[src/verilog/asc_map.svh]
// asc_map.svh: offsets, field positions and reset values of the converter register bank.
// assumes byte address = 4 * register index on the word bus.
`ifndef ASC_MAP_SVH
`define ASC_MAP_SVH
// ----------------------------------------
// register indexes (byte address is four times)
// ----------------------------------------
`define ASC_IDX_SYSCTRL 6'h09
`define ASC_IDX_RSVD_A 6'h0a
`define ASC_IDX_OFS_LO 6'h0b
`define ASC_IDX_OFS_HI 6'h0c
`define ASC_IDX_RSVD_D 6'h0d
`define ASC_IDX_GAIN_LO 6'h0e
`define ASC_IDX_GAIN_HI 6'h0f
`define ASC_IDX_PIO 6'h10
`define ASC_IDX_PFUNC 6'h11
// ----------------------------------------
// reset values
// ----------------------------------------
`define ASC_RST_SYSCTRL 8'h10
`define ASC_RST_GAIN_HI 8'h40
`define ASC_RST_ZERO 8'h00
`define ASC_RST_PFUNC 4'h0
// ----------------------------------------
// field positions and codes
// ----------------------------------------
`define ASC_BIT_STAT 0
`define ASC_BIT_CRC 1
`define ASC_BIT_TMO 2
`define ASC_MON_MSB 7
`define ASC_MON_LSB 5
`define ASC_MON_MID 3'h1
`define ASC_MON_TEMP 3'h2
`define ASC_MON_AVDD 3'h3
`define ASC_MON_DVDD 3'h4
`define ASC_GAIN_ONE 3'h0
`define ASC_RESP_OKAY 2'h0
`define ASC_RESP_DECERR 2'h3
`endif

[src/verilog/asc_pkg.sv]
// asc_pkg: types shared by the register bank and its pin bank.
// assumes asc_map.svh carries every number.
package asc_pkg;
   typedef logic [5:0] asc_idx_t;
   // controls handed to the conversion and analog logic
   typedef struct packed {
      logic timeout_en;
      logic crc_en;
      logic status_prepend_enable;
      logic analog_mux_open;
      logic [2:0] pga_gain;
   } asc_ctrl_s;
   // four general-purpose pins, enable low while driving
   typedef struct packed {
      logic [3:0] out;
      logic [3:0] oe_n;
   } asc_pio_s;
endpackage : asc_pkg

[src/verilog/asc_regbank.sv]
// asc_regbank: converter control, calibration and pin registers on an AXI4-Lite slave.
// assumes one clock, synchronous low reset, registers in byte lane 0 of aligned words.
//
// Operation
// - the serial timeout runs only while control bit 2 is set, and that bit resets to 0.
// - control bit 1 appends a CRC byte over the result and any status byte, resetting to 0.
// - control bit 0 sends a status byte before each result, resetting to 0.
// - mid-supply, temperature and supply monitor selections open all external input switches.
// - a supply monitor selection forces amplifier gain to 1 whatever the gain field holds.
// - the reserved bytes at 0Ah and 0Dh read zero and the host writes only 00h to them.
// - a 16-bit offset trim sits low byte at 0Bh and high byte at 0Ch, both resetting to 0.
// - a 16-bit gain trim sits low byte at 0Eh resetting to 0 and high byte at 0Fh resetting to 40h.
// - pin levels register bits 7:4 set each pin's direction, 0 output and 1 input, resetting to 0.
// - bits 3:0 hold levels, driven on outputs and sampled on inputs, resetting to 0.
// - a pin acts as digital I/O only while its function bit is 1, otherwise direction and level do nothing.
//
// Chosen here: register access over AXI4-Lite.
`timescale 1ns/1ns
`include "asc_map.svh"
module asc_regbank (
   input wire logic aclk,
   input wire logic aresetn,
   input wire logic [7:0] awaddr,
   input wire logic awvalid,
   output logic awready,
   input wire logic [31:0] wdata,
   input wire logic [3:0] wstrb,
   input wire logic wvalid,
   output logic wready,
   output logic [1:0] bresp,
   output logic bvalid,
   input wire logic bready,
   input wire logic [7:0] araddr,
   input wire logic arvalid,
   output logic arready,
   output logic [31:0] rdata,
   output logic [1:0] rresp,
   output logic rvalid,
   input wire logic rready,
   input wire logic [2:0] gain_code,
   input wire logic [3:0] pin_in,
   output asc_pkg::asc_ctrl_s ctrl,
   output logic [15:0] offset_trim_value,
   output logic [15:0] gain_trim_value,
   output asc_pkg::asc_pio_s pins
);
   import asc_pkg::*;
   // ----------------------------------------
   // state
   // ----------------------------------------
   logic aw_held, next_aw_held, w_held, next_w_held;
   asc_idx_t aw_idx, next_aw_idx, ar_idx;
   logic [7:0] wbyte, next_wbyte;
   logic wlane, next_wlane, wr_fire;
   logic next_awready, next_wready, next_bvalid, next_arready, next_rvalid;
   logic [1:0] next_bresp, next_rresp;
   logic [31:0] next_rdata;
   logic [7:0] rd_byte;
   logic [7:0] system_control, next_system_control;
   logic [7:0] offset_trim_low, next_offset_trim_low;
   logic [7:0] offset_trim_high, next_offset_trim_high;
   logic [7:0] gain_trim_low, next_gain_trim_low;
   logic [7:0] gain_trim_high, next_gain_trim_high;
   logic [7:0] pin_io_levels, next_pin_io_levels;
   logic [3:0] pin_function_select, next_pin_function_select;
   logic [2:0] next_mon;
   logic [3:0] rd_levels;
   asc_ctrl_s next_ctrl;

   // mapped window is contiguous, so a range test is enough
   function automatic logic idx_mapped(input asc_idx_t idx);
      idx_mapped = (idx >= `ASC_IDX_SYSCTRL) && (idx <= `ASC_IDX_PFUNC);
   endfunction : idx_mapped

   // ----------------------------------------
   // write channel
   // ----------------------------------------
   // address and data are taken in either order; the write happens once both are held
   always_comb begin
      next_aw_held = aw_held;
      next_w_held = w_held;
      next_aw_idx = aw_idx;
      next_wbyte = wbyte;
      next_wlane = wlane;
      next_bvalid = bvalid;
      next_bresp = bresp;
      if (awvalid && awready) begin
         next_aw_held = 1'b1;
         next_aw_idx = awaddr[7:2];
      end
      if (wvalid && wready) begin
         next_w_held = 1'b1;
         next_wbyte = wdata[7:0];
         next_wlane = wstrb[0];
      end
      wr_fire = aw_held && w_held && !bvalid;
      if (bvalid && bready) begin
         next_bvalid = 1'b0;
      end
      if (wr_fire) begin
         next_bvalid = 1'b1;
         next_bresp = idx_mapped(aw_idx) ? `ASC_RESP_OKAY : `ASC_RESP_DECERR;
         next_aw_held = 1'b0;
         next_w_held = 1'b0;
      end
      // no new write is taken while a response waits, which also bars a second write
      next_awready = !next_aw_held && !next_bvalid;
      next_wready = !next_w_held && !next_bvalid;
   end

   // ----------------------------------------
   // register writes
   // ----------------------------------------
   always_comb begin
      next_system_control = system_control;
      next_offset_trim_low = offset_trim_low;
      next_offset_trim_high = offset_trim_high;
      next_gain_trim_low = gain_trim_low;
      next_gain_trim_high = gain_trim_high;
      next_pin_io_levels = pin_io_levels;
      next_pin_function_select = pin_function_select;
      // a clear lane-0 strobe leaves the register untouched but still answers okay
      if (wr_fire && wlane) begin
         unique case (aw_idx)
            `ASC_IDX_SYSCTRL: next_system_control = wbyte;
            `ASC_IDX_OFS_LO: next_offset_trim_low = wbyte;
            `ASC_IDX_OFS_HI: next_offset_trim_high = wbyte;
            `ASC_IDX_GAIN_LO: next_gain_trim_low = wbyte;
            `ASC_IDX_GAIN_HI: next_gain_trim_high = wbyte;
            `ASC_IDX_PIO: next_pin_io_levels = wbyte;
            `ASC_IDX_PFUNC: next_pin_function_select = wbyte[3:0];
            default: next_system_control = system_control;
         endcase
      end
   end

   // ----------------------------------------
   // controls to the converter
   // ----------------------------------------
   // decoded from next values so controls and register never disagree
   always_comb begin
      next_mon = next_system_control[`ASC_MON_MSB:`ASC_MON_LSB];
      next_ctrl.timeout_en = next_system_control[`ASC_BIT_TMO];
      next_ctrl.crc_en = next_system_control[`ASC_BIT_CRC];
      next_ctrl.status_prepend_enable = next_system_control[`ASC_BIT_STAT];
      next_ctrl.analog_mux_open = (next_mon == `ASC_MON_MID) || (next_mon == `ASC_MON_TEMP) ||
                                  (next_mon == `ASC_MON_AVDD) || (next_mon == `ASC_MON_DVDD);
      // supply monitors force unity; temperature gain limit is the host's duty
      next_ctrl.pga_gain = ((next_mon == `ASC_MON_AVDD) || (next_mon == `ASC_MON_DVDD)) ?
                           `ASC_GAIN_ONE : gain_code;
   end

   // ----------------------------------------
   // read channel
   // ----------------------------------------
   always_comb begin
      ar_idx = araddr[7:2];
      unique case (ar_idx)
         `ASC_IDX_SYSCTRL: rd_byte = system_control;
         `ASC_IDX_OFS_LO: rd_byte = offset_trim_low;
         `ASC_IDX_OFS_HI: rd_byte = offset_trim_high;
         `ASC_IDX_GAIN_LO: rd_byte = gain_trim_low;
         `ASC_IDX_GAIN_HI: rd_byte = gain_trim_high;
         `ASC_IDX_PIO: rd_byte = {pin_io_levels[7:4], rd_levels};
         `ASC_IDX_PFUNC: rd_byte = {4'h0, pin_function_select};
         default: rd_byte = `ASC_RST_ZERO;
      endcase
   end

   always_comb begin
      next_rvalid = rvalid;
      next_rdata = rdata;
      next_rresp = rresp;
      if (rvalid && rready) begin
         next_rvalid = 1'b0;
      end
      if (arvalid && arready) begin
         next_rvalid = 1'b1;
         next_rdata = {24'h000000, rd_byte};
         next_rresp = idx_mapped(ar_idx) ? `ASC_RESP_OKAY : `ASC_RESP_DECERR;
      end
      next_arready = !next_rvalid;
   end

   // ----------------------------------------
   // registers
   // ----------------------------------------
   // reset loads documented values
   always_ff @(posedge aclk) begin
      if (!aresetn) begin
         aw_held <= 1'b0;
         w_held <= 1'b0;
         aw_idx <= 6'h00;
         wbyte <= 8'h00;
         wlane <= 1'b0;
         awready <= 1'b0;
         wready <= 1'b0;
         bvalid <= 1'b0;
         bresp <= `ASC_RESP_OKAY;
         arready <= 1'b0;
         rvalid <= 1'b0;
         rdata <= 32'h00000000;
         rresp <= `ASC_RESP_OKAY;
         system_control <= `ASC_RST_SYSCTRL;
         offset_trim_low <= `ASC_RST_ZERO;
         offset_trim_high <= `ASC_RST_ZERO;
         gain_trim_low <= `ASC_RST_ZERO;
         gain_trim_high <= `ASC_RST_GAIN_HI;
         pin_io_levels <= `ASC_RST_ZERO;
         pin_function_select <= `ASC_RST_PFUNC;
         ctrl <= '0;
      end else begin
         aw_held <= next_aw_held;
         w_held <= next_w_held;
         aw_idx <= next_aw_idx;
         wbyte <= next_wbyte;
         wlane <= next_wlane;
         awready <= next_awready;
         wready <= next_wready;
         bvalid <= next_bvalid;
         bresp <= next_bresp;
         arready <= next_arready;
         rvalid <= next_rvalid;
         rdata <= next_rdata;
         rresp <= next_rresp;
         system_control <= next_system_control;
         offset_trim_low <= next_offset_trim_low;
         offset_trim_high <= next_offset_trim_high;
         gain_trim_low <= next_gain_trim_low;
         gain_trim_high <= next_gain_trim_high;
         pin_io_levels <= next_pin_io_levels;
         pin_function_select <= next_pin_function_select;
         ctrl <= next_ctrl;
      end
   end

   assign offset_trim_value = {offset_trim_high, offset_trim_low};
   assign gain_trim_value = {gain_trim_high, gain_trim_low};

   // pins lag the register by one clock
   asc_pin_bank u_pins (
      .aclk(aclk),
      .aresetn(aresetn),
      .pin_in(pin_in),
      .dir(pin_io_levels[7:4]),
      .level(pin_io_levels[3:0]),
      .func(pin_function_select),
      .pins(pins),
      .rd_levels(rd_levels)
   );
endmodule : asc_regbank

[src/verilog/asc_pin_bank.sv]
// asc_pin_bank: four general-purpose pins with direction, level and function select.
// assumes raw pin levels arrive asynchronously; control bits come from the same clock.
`timescale 1ns/1ns
module asc_pin_bank (
   input wire logic aclk,
   input wire logic aresetn,
   input wire logic [3:0] pin_in,
   input wire logic [3:0] dir,
   input wire logic [3:0] level,
   input wire logic [3:0] func,
   output asc_pkg::asc_pio_s pins,
   output logic [3:0] rd_levels
);
   import asc_pkg::*;
   logic [3:0] sync1;
   logic [3:0] sync2;
   // ----------------------------------------
   // per-pin logic
   // ----------------------------------------
   genvar i;
   generate
      for (i = 0; i < 4; i++) begin : g_pin
         logic next_out;
         logic next_oe_n;
         always_comb begin
            next_out = level[i];
            next_oe_n = !(func[i] && !dir[i]);
         end
         // two flops before any reader of the pin
         always_ff @(posedge aclk) begin
            if (!aresetn) begin
               sync1[i] <= 1'b0;
               sync2[i] <= 1'b0;
               pins.out[i] <= 1'b0;
               pins.oe_n[i] <= 1'b1;
            end else begin
               sync1[i] <= pin_in[i];
               sync2[i] <= sync1[i];
               pins.out[i] <= next_out;
               pins.oe_n[i] <= next_oe_n;
            end
         end
         assign rd_levels[i] = (func[i] && dir[i]) ? sync2[i] : level[i];
      end
   endgenerate
endmodule : asc_pin_bank

[config.mk]
export PLATFORM = sky130hd
export DESIGN_NAME = asc_regbank
export DESIGN_NICKNAME = d
export VERILOG_FILES = /design/src/verilog/asc_pkg.sv /design/src/verilog/asc_regbank.sv /design/src/verilog/asc_pin_bank.sv
export VERILOG_INCLUDE_DIRS = /design/src /design/src/verilog
export SDC_FILE = /design/constraint.sdc
export NUM_CORES = 1
export LEC_CHECK = 0
export BUFFER_PORTS_ARGS = -buffer_cell sky130_fd_sc_hd__clkbuf_2
export CAP_MARGIN = 30
export CORE_AREA = 8 8 117 119
export CTS_BUF_LIST = sky130_fd_sc_hd__clkbuf_8
export CTS_CLUSTER_SIZE = 16
export DETAILED_ROUTE_END_ITERATION = 8
export DIE_AREA = 0 0 125 127
export SYNTH_ARGS = -nofsm -noshare
export SYNTH_HDL_FRONTEND = slang
export SYNTH_HIERARCHICAL = 1
export SYNTH_SLANG_ARGS = --single-unit
[constraint.sdc]
create_clock -name aclk -period 2.2 [get_ports aclk]
set_clock_uncertainty 0.05 [all_clocks]
set_input_delay 0.22 -clock aclk [delete_from_list [all_inputs] [get_ports aclk]]
set_output_delay 0.22 -clock aclk [all_outputs]
set_load 0.05 [all_outputs]
### Yosys cells after proc, flatten, opt, wreduce, memory -nomap -nowiden

Cells that the tools add are included.

| operators by class | value |
|---|---|
| add/sub/neg operators | 0 |
| multipliers | 0 |
| div/mod/pow operators | 0 |
| magnitude comparators | 4 |
| eq/ne operators | 18 |
| shift operators | 0 |
| multiplexer cells | 17 |
| bitwise logic cells | 1 |
| reduce and logical (&&, ||, !) cells | 45 |

Operators with widths:

| operator | number |
|---|---|
| $eq A6 B4 Y1 const B | 10 |
| $pmux W8 S7 | 1 |
| $eq A6 B5 Y1 const B | 4 |
| $logic_and A1 B1 Y1 | 20 |
| $mux W8 | 2 |
| $reduce_and A2 Y1 | 7 |
| $logic_not A1 Y1 | 13 |
| $ge A6 B4 Y1 const B | 2 |
| $le A6 B5 Y1 const B | 2 |
| $mux W1 | 12 |
| $eq A3 B2 Y1 const B | 2 |
| $logic_or A1 B1 Y1 | 4 |
| $mux W2 | 2 |
| $eq A3 B1 Y1 const B | 1 |
| $eq A3 B3 Y1 const B | 1 |
| $reduce_or A2 Y1 | 1 |
| $not A1 Y1 | 1 |

| word-level totals | value |
|---|---|
| register bits | 109 |
| bits in latches | 0 |
| memory bits (writable) | 0 |
| memory bits (read-only) | 0 |
| input port bits | 66 |
| output and inout port bits | 88 |
| word-level logic and storage cells | 127 |
| memories | 0 |

### Longest topological paths before layout

Gate-level depths: netlist of the first run.

| depth | value |
|---|---|
| depth in word-level cells | 8 |
| depth in mapped cells | 6 |
| gate-level depth less buffers | 6 |

### By module

Netlist of the first run, hierarchy kept.

By module, submodules not included:

| module | times used | cells an instance | area each (um^2) | sequential area each (um^2) |
|---|---|---|---|---|
| asc_regbank | 1 | 448 | 4093.9 | 1761.7 |
| asc_pin_bank | 1 | 41 | 511.7 | 320.3 |

### Worst setup path after synthesis of the first run

No wires, ideal clock.

| timing | value |
|---|---|
| kind | reg2reg |
| start point | register bvalid |
| end point | register pin_function_select[0] |
| library setup time | 116 ps |
| arrival | 1679 ps |
| required time | 2034 ps |
| slack | 355 ps |
| stages on the path, launching flop included | 6 |
| path buffers | 0 |
| period minus slack after synthesis | 1845 ps |
| cells stage by stage | dfxtp_1 > and3b_1 > nand3_1 > nor4_2 > mux2i_1 > nor2b_1 |

| between the ends | value |
|---|---|
| word-level cells in the longest chain between the ends | 4 |

Ends and longest elaborated chain:

| what | RTL line | source |
|---|---|---|
| start: declaration | asc_regbank.sv:31 | `output logic bvalid,` |
| start signal: assignment | asc_regbank.sv:220 | `bvalid <= next_bvalid;` |
| $logic_not A1 Y1 | asc_regbank.sv:96 | `wr_fire = aw_held && w_held && !bvalid;` |
| $logic_and A1 B1 Y1 | asc_regbank.sv:96 |  |
| $logic_and A1 B1 Y1 | asc_regbank.sv:123 | `if (wr_fire && wlane) begin` |
| $reduce_and A2 Y1 (no source line) | n/a |  |
| end signal: assignment | asc_regbank.sv:210 | `` pin_function_select <= `ASC_RST_PFUNC; `` |
| end signal: assignment | asc_regbank.sv:232 | `pin_function_select <= next_pin_function_select;` |
| end: declaration | asc_regbank.sv:65 | `logic [3:0] pin_function_select, next_pin_function_select;` |

No other way between the ends.
A chain may end at the register's enable or synchronous reset.

### Worst setup path after layout of the first run

| timing | value |
|---|---|
| start point | register aw_idx[3] |
| end point | register ctrl[2] in the netlist's numbering |

| between the ends | value |
|---|---|
| word-level cells in the longest chain between the ends | 6 |
| elaborated cells on any way between the ends | 7 |
| those cells by class | eq/ne: 3; mux: 2; reduce/logical: 2 |

Ends and longest elaborated chain:

| what | RTL line | source |
|---|---|---|
| start: declaration | asc_regbank.sv:52 | `asc_idx_t aw_idx, next_aw_idx, ar_idx;` |
| start signal: assignment | asc_regbank.sv:215 | `aw_idx <= next_aw_idx;` |
| $eq A6 B4 Y1 * | asc_regbank.sv:124 | `unique case (aw_idx)` |
| $mux W8 * | asc_regbank.sv:124 |  |
| $mux W8 * | asc_regbank.sv:123 |  |
| $eq A3 B2 Y1 (no source line) / $eq A3 B3 Y1 (equally long branches) | n/a |  |
| $logic_or A1 B1 Y1 * | asc_regbank.sv:149 | `` next_ctrl.pga_gain = ((next_mon == `ASC_MON_AVDD) \|\| (next_mon == `ASC_MON_DVDD)) ? `` |
| $reduce_or A2 Y1 (no source line) * | n/a |  |
| end signal: assignment | asc_regbank.sv:233 | `ctrl <= next_ctrl;` |
| end: declaration | asc_regbank.sv:42 | `output asc_pkg::asc_ctrl_s ctrl,` |

Every way passes the cells marked *; elsewhere a longest branch is shown, timed or not.

==> impl_metrics.yaml, run 1 <==
synthesis:
  yosysMostFrequentCell: "dfxtp_1"
  avgSynthCellArea_sq_um: 9.42
  syn_inst: 489
  ys_types: 44
  synth.area.top_cells: "dfxtp_1 (45%), mux2i_1 (13%), nor2b_1 (6.0%)"
  yosysWarnings: 6
  synthTopCellsByCount: "dfxtp_1 (104), nand2_1 (66), mux2i_1 (61)"
  synthFlopType: "dfxtp_1"
  ys_seq_area_share_pct: 45.2
  ys_async_sr_fraction_pct: 0
  yosysTopAreaCellShare_pct: 45.2
  syn_area_sq_um: 4610
  synth_top_area_cell: "dfxtp_1"
  synth-edff-count: 0
  synth-seq-cells: 104
place:
  post-dp-hpwl_microns: 9060
  gp_congestion: 0.826
  place_ws_ns: 0.160
  io_buffers: 98
setup_path:
  path_cells: "or3b_1 > nor4_2 > buf_12 > a211oi_1 > o21ai_1 > nor2_1"
  rr_startpoint: "aw_idx[3]"
  arrival_ns: 2.14
  r2r_slack_ns: 0.28
  worstSetupEndpoint: "ctrl[2]"
  required_ns: 2.42
  cp-start-kind: "flop"
  cpMaxStageDelayCell: "dfxtp_1"
  r2r_end: "ctrl[2]"
  max_stage_delay_ns: 0.46
  crit_path_end_kind: "flop"
  critical_path_class: "reg -> reg"
  ff2ff_path_depth: 6
  path_max_fanout: 12
  cp-startpoint: "aw_idx[3]"
pwr:
  pwr_density_cell_nw_per_um2: 660
  leakage_nw: 2.24
  vdd_drop_max_uv: 272
  power_mw: 3.58
clock_tree:
  cts_buffer_depth: 2
  cts_setup_buffers: 0
  cts_tree: "built"
  root_buffer: "clkbuf_8"
  numCtsBuffers: 9
  clkTransAtPathRegs_ns: 0.10
  cts_max_level: 3
  clkLatencyLatePin_ns: 0.37
  cts_sinks: 104
grt:
  grt_max_degree: 71
  grt_pass1_wl_microns: 19000
  grtUsageTotal_pct: 15.0
  overflow: 0
  antenna_found_initial: 0
  first_global_vias: 3632
floorplanning:
  rows: 40
  die_area_sq_um: 15900
  die_h_microns: 127
  start_util_pct: 39.0
  pin_count: 154
  die_w_microns: 125
  core_area_sq_um: 11800
final_layout:
  final_util_pct: 46.0
  final_nets: 650
  n_antenna_cell: 0
  final_layout_size_suffix_gt1_share_pct: 23.4
  area_growth_pct: 17.8
sta:
  clock.fmax_mhz: 521
  setup_viol: 0
  slew_headroom_pct: 61.5
  drv_slew: 0
  period_minus_slack_ns: 1.92
  rsz0062_at_grt: "no"
  finalHoldViolations: 0
  fin_crit_sh_pct: 87.3
  tns_ns: 0
  whs_ns: 0.0210
  worst_slew_pin_slew_ns: 0.576
  timing.final.ws_setup_ns: 0.280
drt:
  remaining_drc_errors: 0
  drt_iter0_drc: 161
  dr.pass1.iters: 5
  route.detailed.wl_per_inst_microns: 16.2
  totalWireLength_microns: 11900
  dr_total_vias: 3632
  viasPerCell: 4.93
  drtAntennaViolNets: 0
flow_run:
  drv_cap: 0
min_path:
  min_path_type: "in -> reg"
  min_from: "wstrb[0]"
status:
  status: "finished clean"
registers in the layout, summed over array words and instances, names as in the netlist, 4 cells and up:
name,count
offset_trim_high,8
u_pins/pins,8
gain_trim_low,8
u_pins/sync2,4
gain_trim_high,8
ctrl,4
system_control,8
aw_idx,6
pin_function_select,4
u_pins/sync1,4
wbyte,8
pin_io_levels,8
rdata,8
offset_trim_low,8
cell type report:
cell class	count	area (sq um)
timing repair buffer	118	676
inverter	3	11.3
multi-input combinational	348	2260
sequential	104	2080
clock inverter	4	51.3
clock buffer	12	165
tap	147	184
fill	1169	6380
cell families after synthesis:
logic type      synth area share (%)
simple gates                    21.2
buf+inv                         7.63
xor+xnor                       0.380
mux                             15.3
flops                           45.2
other cells                   0.0814
compound gates                  10.2
placed cells by master (no fill, tap or decap), types with 10 or more instances in the layout:
master,synthesis,layout
buf_4,30,10
nand2_1,66,66
conb_1,1,24
mux2i_1,61,61
a21boi_0,25,25
nor2b_1,44,44
clkbuf_2,0,98
and2_1,16,16
dfxtp_1,104,104
clkbuf_8,0,12
nand3_1,10,10
nor2_1,18,18
where the power goes:
part | internal [mW] | switching, mW | total [mW]
combinational | 0.104 | 0.244 | 0.348
clock | 0.620 | 0.654 | 1.27
sequential | 1.92 | 0.0437 | 1.96
metrics by stage:
stage               area [sq um]  instances
floorplan                   4690        512
global placement            5120        711
detailed placement          5120        711
CTS                         5430        736
global route                5430        736
finish                      5430        736
critical path, delay by kind of cell (launching register included):
kind,cells,cell delay (ns)
compound gates,2,0.31
buf+inv,1,0.20
flops,1,0.46
simple gates,3,0.79
timing repair:
action | in CTS | in global routing
endpoints found under the setup margin | 0 | 1
hold buffers | 9 | 0
endpoints found under the hold margin | 9 | 0
resized for setup | 0 | 1
how the worst min path moves through the flow:
stage / endpoint / slack, ns / depth (start not counted)
global placement: ctrl[0] / 0.37 / 3
detailed placement: u_pins/sync2[1] / 0.37 / 1
finish: wlane / 0.02 / 3
CTS: wbyte[4] / 0.003 / 3
floorplan: ctrl[0] / 0.28 / 2
global route: wlane / 0.02 / 3
routing by layer:
metal	vias to the layer above	routed length [microns]	GRT usage [%]
met5	-	0	0
met4	0	206	5.16
met3	14	755	5.45
met2	103	5720	25.4
met1	1702	5260	17.2
li1	1813	-	-
Note: power is estimated with default switching activity, not from simulation.
==> run 2: changes to the inputs <==
CORE_AREA = 8 8 104 106   (was 8 8 117 119)
DIE_AREA = 0 0 112 114   (was 0 0 125 127)
PLACE_DENSITY = 0.8   (was unset)
==> impl_metrics.yaml, run 2 (same netlist as run 1, synthesis figures left out) <==
min_path:
  min_from: "wdata[2]"
  worstHoldPathCells: 3
  min_path_type: "in -> reg"
  whs_endpoint: "wbyte[2]"
clock_tree:
  root_buffer: "clkbuf_8"
  cts_setup_buffers: 0
  cts_max_level: 3
  clkLatencyLatePin_ns: 0.38
  numCtsBuffers: 9
  cts_buffer_depth: 2
  clkTransAtPathRegs_ns: 0.11
  cts.repair.resized: 0
  cts_tree: "built"
  cts_sinks: 104
drt:
  dr.pass1.iters: 4
  drt_iter0_drc: 138
  route.detailed.wl_per_inst_microns: 16.9
  totalWireLength_microns: 11800
  viasPerCell: 5.31
  dr_total_vias: 3707
  drtAntennaViolNets: 0
  remaining_drc_errors: 0
setup_path:
  rr_startpoint: "bvalid"
  r2r_end: "pin_io_levels[2]"
  cp-start-kind: "flop"
  max_stage_delay_ns: 0.71
  arrival_ns: 2.16
  r2r_slack_ns: 0.27
  path_cells: "and3b_1 > nand2_1 > or4_1 > mux2i_1 > nor2b_1"
  ff2ff_path_depth: 5
  path_max_fanout: 8
  critical_path_class: "reg -> reg"
  cpMaxStageDelayCell: "or4_1"
  required_ns: 2.44
  crit_path_end_kind: "flop"
sta:
  period_minus_slack_ns: 1.93
  drv_slew: 0
  worst_slew_pin_slew_ns: 0.618
  slew_headroom_pct: 58.7
  clock.fmax_mhz: 519
  tns_ns: 0
  finalHoldViolations: 0
  fin_crit_sh_pct: 87.6
  rsz0062_at_grt: "no"
  setup_viol: 0
grt:
  grt_max_degree: 38
  grtUsageTotal_pct: 18.3
  grt_pass1_wl_microns: 18800
  first_global_vias: 3798
  antenna_found_initial: 0
  overflow: 0
flow_run:
  drv_cap: 0
final_layout:
  area_growth_pct: 16.0
  final_layout_size_suffix_gt1_share_pct: 23.5
  final_nets: 648
  final_cell_area_sq_um: 5340
  n_antenna_cell: 0
  fillers: 791
  final_util_pct: 58.7
  fin_cells: 698
  layout.cells.most_common_list: "dfxtp_1 (104), clkbuf_2 (98), nand2_1 (66)"
  layout_commonest_cell: "dfxtp_1"
place:
  post-dp-hpwl_microns: 8850
  post_dp_cell_area_sq_um: 5060
  io_buffers: 98
  gp_congestion: 0.835
  dp_cells: 675
floorplanning:
  start_util_pct: 50.6
  die_w_microns: 112
  rows: 35
  pin_count: 154
  die_h_microns: 114
  core_area_sq_um: 9110
  die_area_sq_um: 12800
pwr:
  pwr_density_cell_nw_per_um2: 671
  leakage_nw: 2.22
  vdd_drop_max_uv: 379
status:
  status: "finished clean"
[run 2: cell count changes in the layout (fill, tap and decap cells not counted), moves of 2 or more]
cell	previous run	this run
clkbuf_8	12	9
dlygate4sd3_1	9	7
inv_6	0	2
inv_8	0	2
[run 2: stage by stage]
stage | hold WS (ns) | total power [mW] | worst slack (ns)
final | 0.00798 | 3.58 | 0.273
after detailed placement | 0.376 | 2.34 | 0.303
after CTS | 0.00517 | 3.59 | 0.273
after global placement | 0.371 | 2.33 | 0.358
after global routing | 0.00342 | 3.69 | 0.182
after floorplan | 0.282 | 2.28 | 0.355
[run 2: worst max path at each step]
stage | startpoint | endpoint | slack (ns) | depth (start not counted)
floorplan | bvalid | pin_function_select[0] | 0.36 | 5
global placement | bvalid | pin_io_levels[2] | 0.36 | 5
detailed placement | bvalid | pin_io_levels[2] | 0.30 | 5
CTS | bvalid | pin_io_levels[2] | 0.27 | 5
global route | aw_idx[5] | ctrl[2] | 0.18 | 6
finish | bvalid | pin_io_levels[2] | 0.27 | 5
[run 2: area by class of cell]
class                           count  area (sq um)  share of cell area, %
Timing Repair Buffer              116           643                   12.0
Multi-Input combinational cell    348          2260                   42.3
Clock inverter                      7          86.3                   1.62
Inverter                            3          11.3                  0.211
Sequential cell                   104          2080                   39.0
Tap cell                          111           139                   2.60
Clock buffer                        9           124                   2.32
[run 2: metal layers]
metal	vias to the layer above	track usage, %	share of wire [%]
li1	1795	-	-
met1	1748	20.4	41
met2	136	31.0	48
met3	28	5.12	7.6
met4	0	10.3	3.2
met5	-	0	0
[run 2: critical path, delay by kind of cell, from the launching register on]
family,cells,cell delay (ns)
simple gates,4,1.15
mux,1,0.27
flops,1,0.35
[run 2: where the power goes]
part	switching (mW)	internal, mW
logic	0.245	0.101
registers	0.0423	1.92
clock network	0.727	0.552
[run 2: what timing repair did]
action / CTS / global route
endpoints found under the hold margin: 7 / 0
hold buffers: 7 / 0
endpoints found under the setup margin: 0 / 0
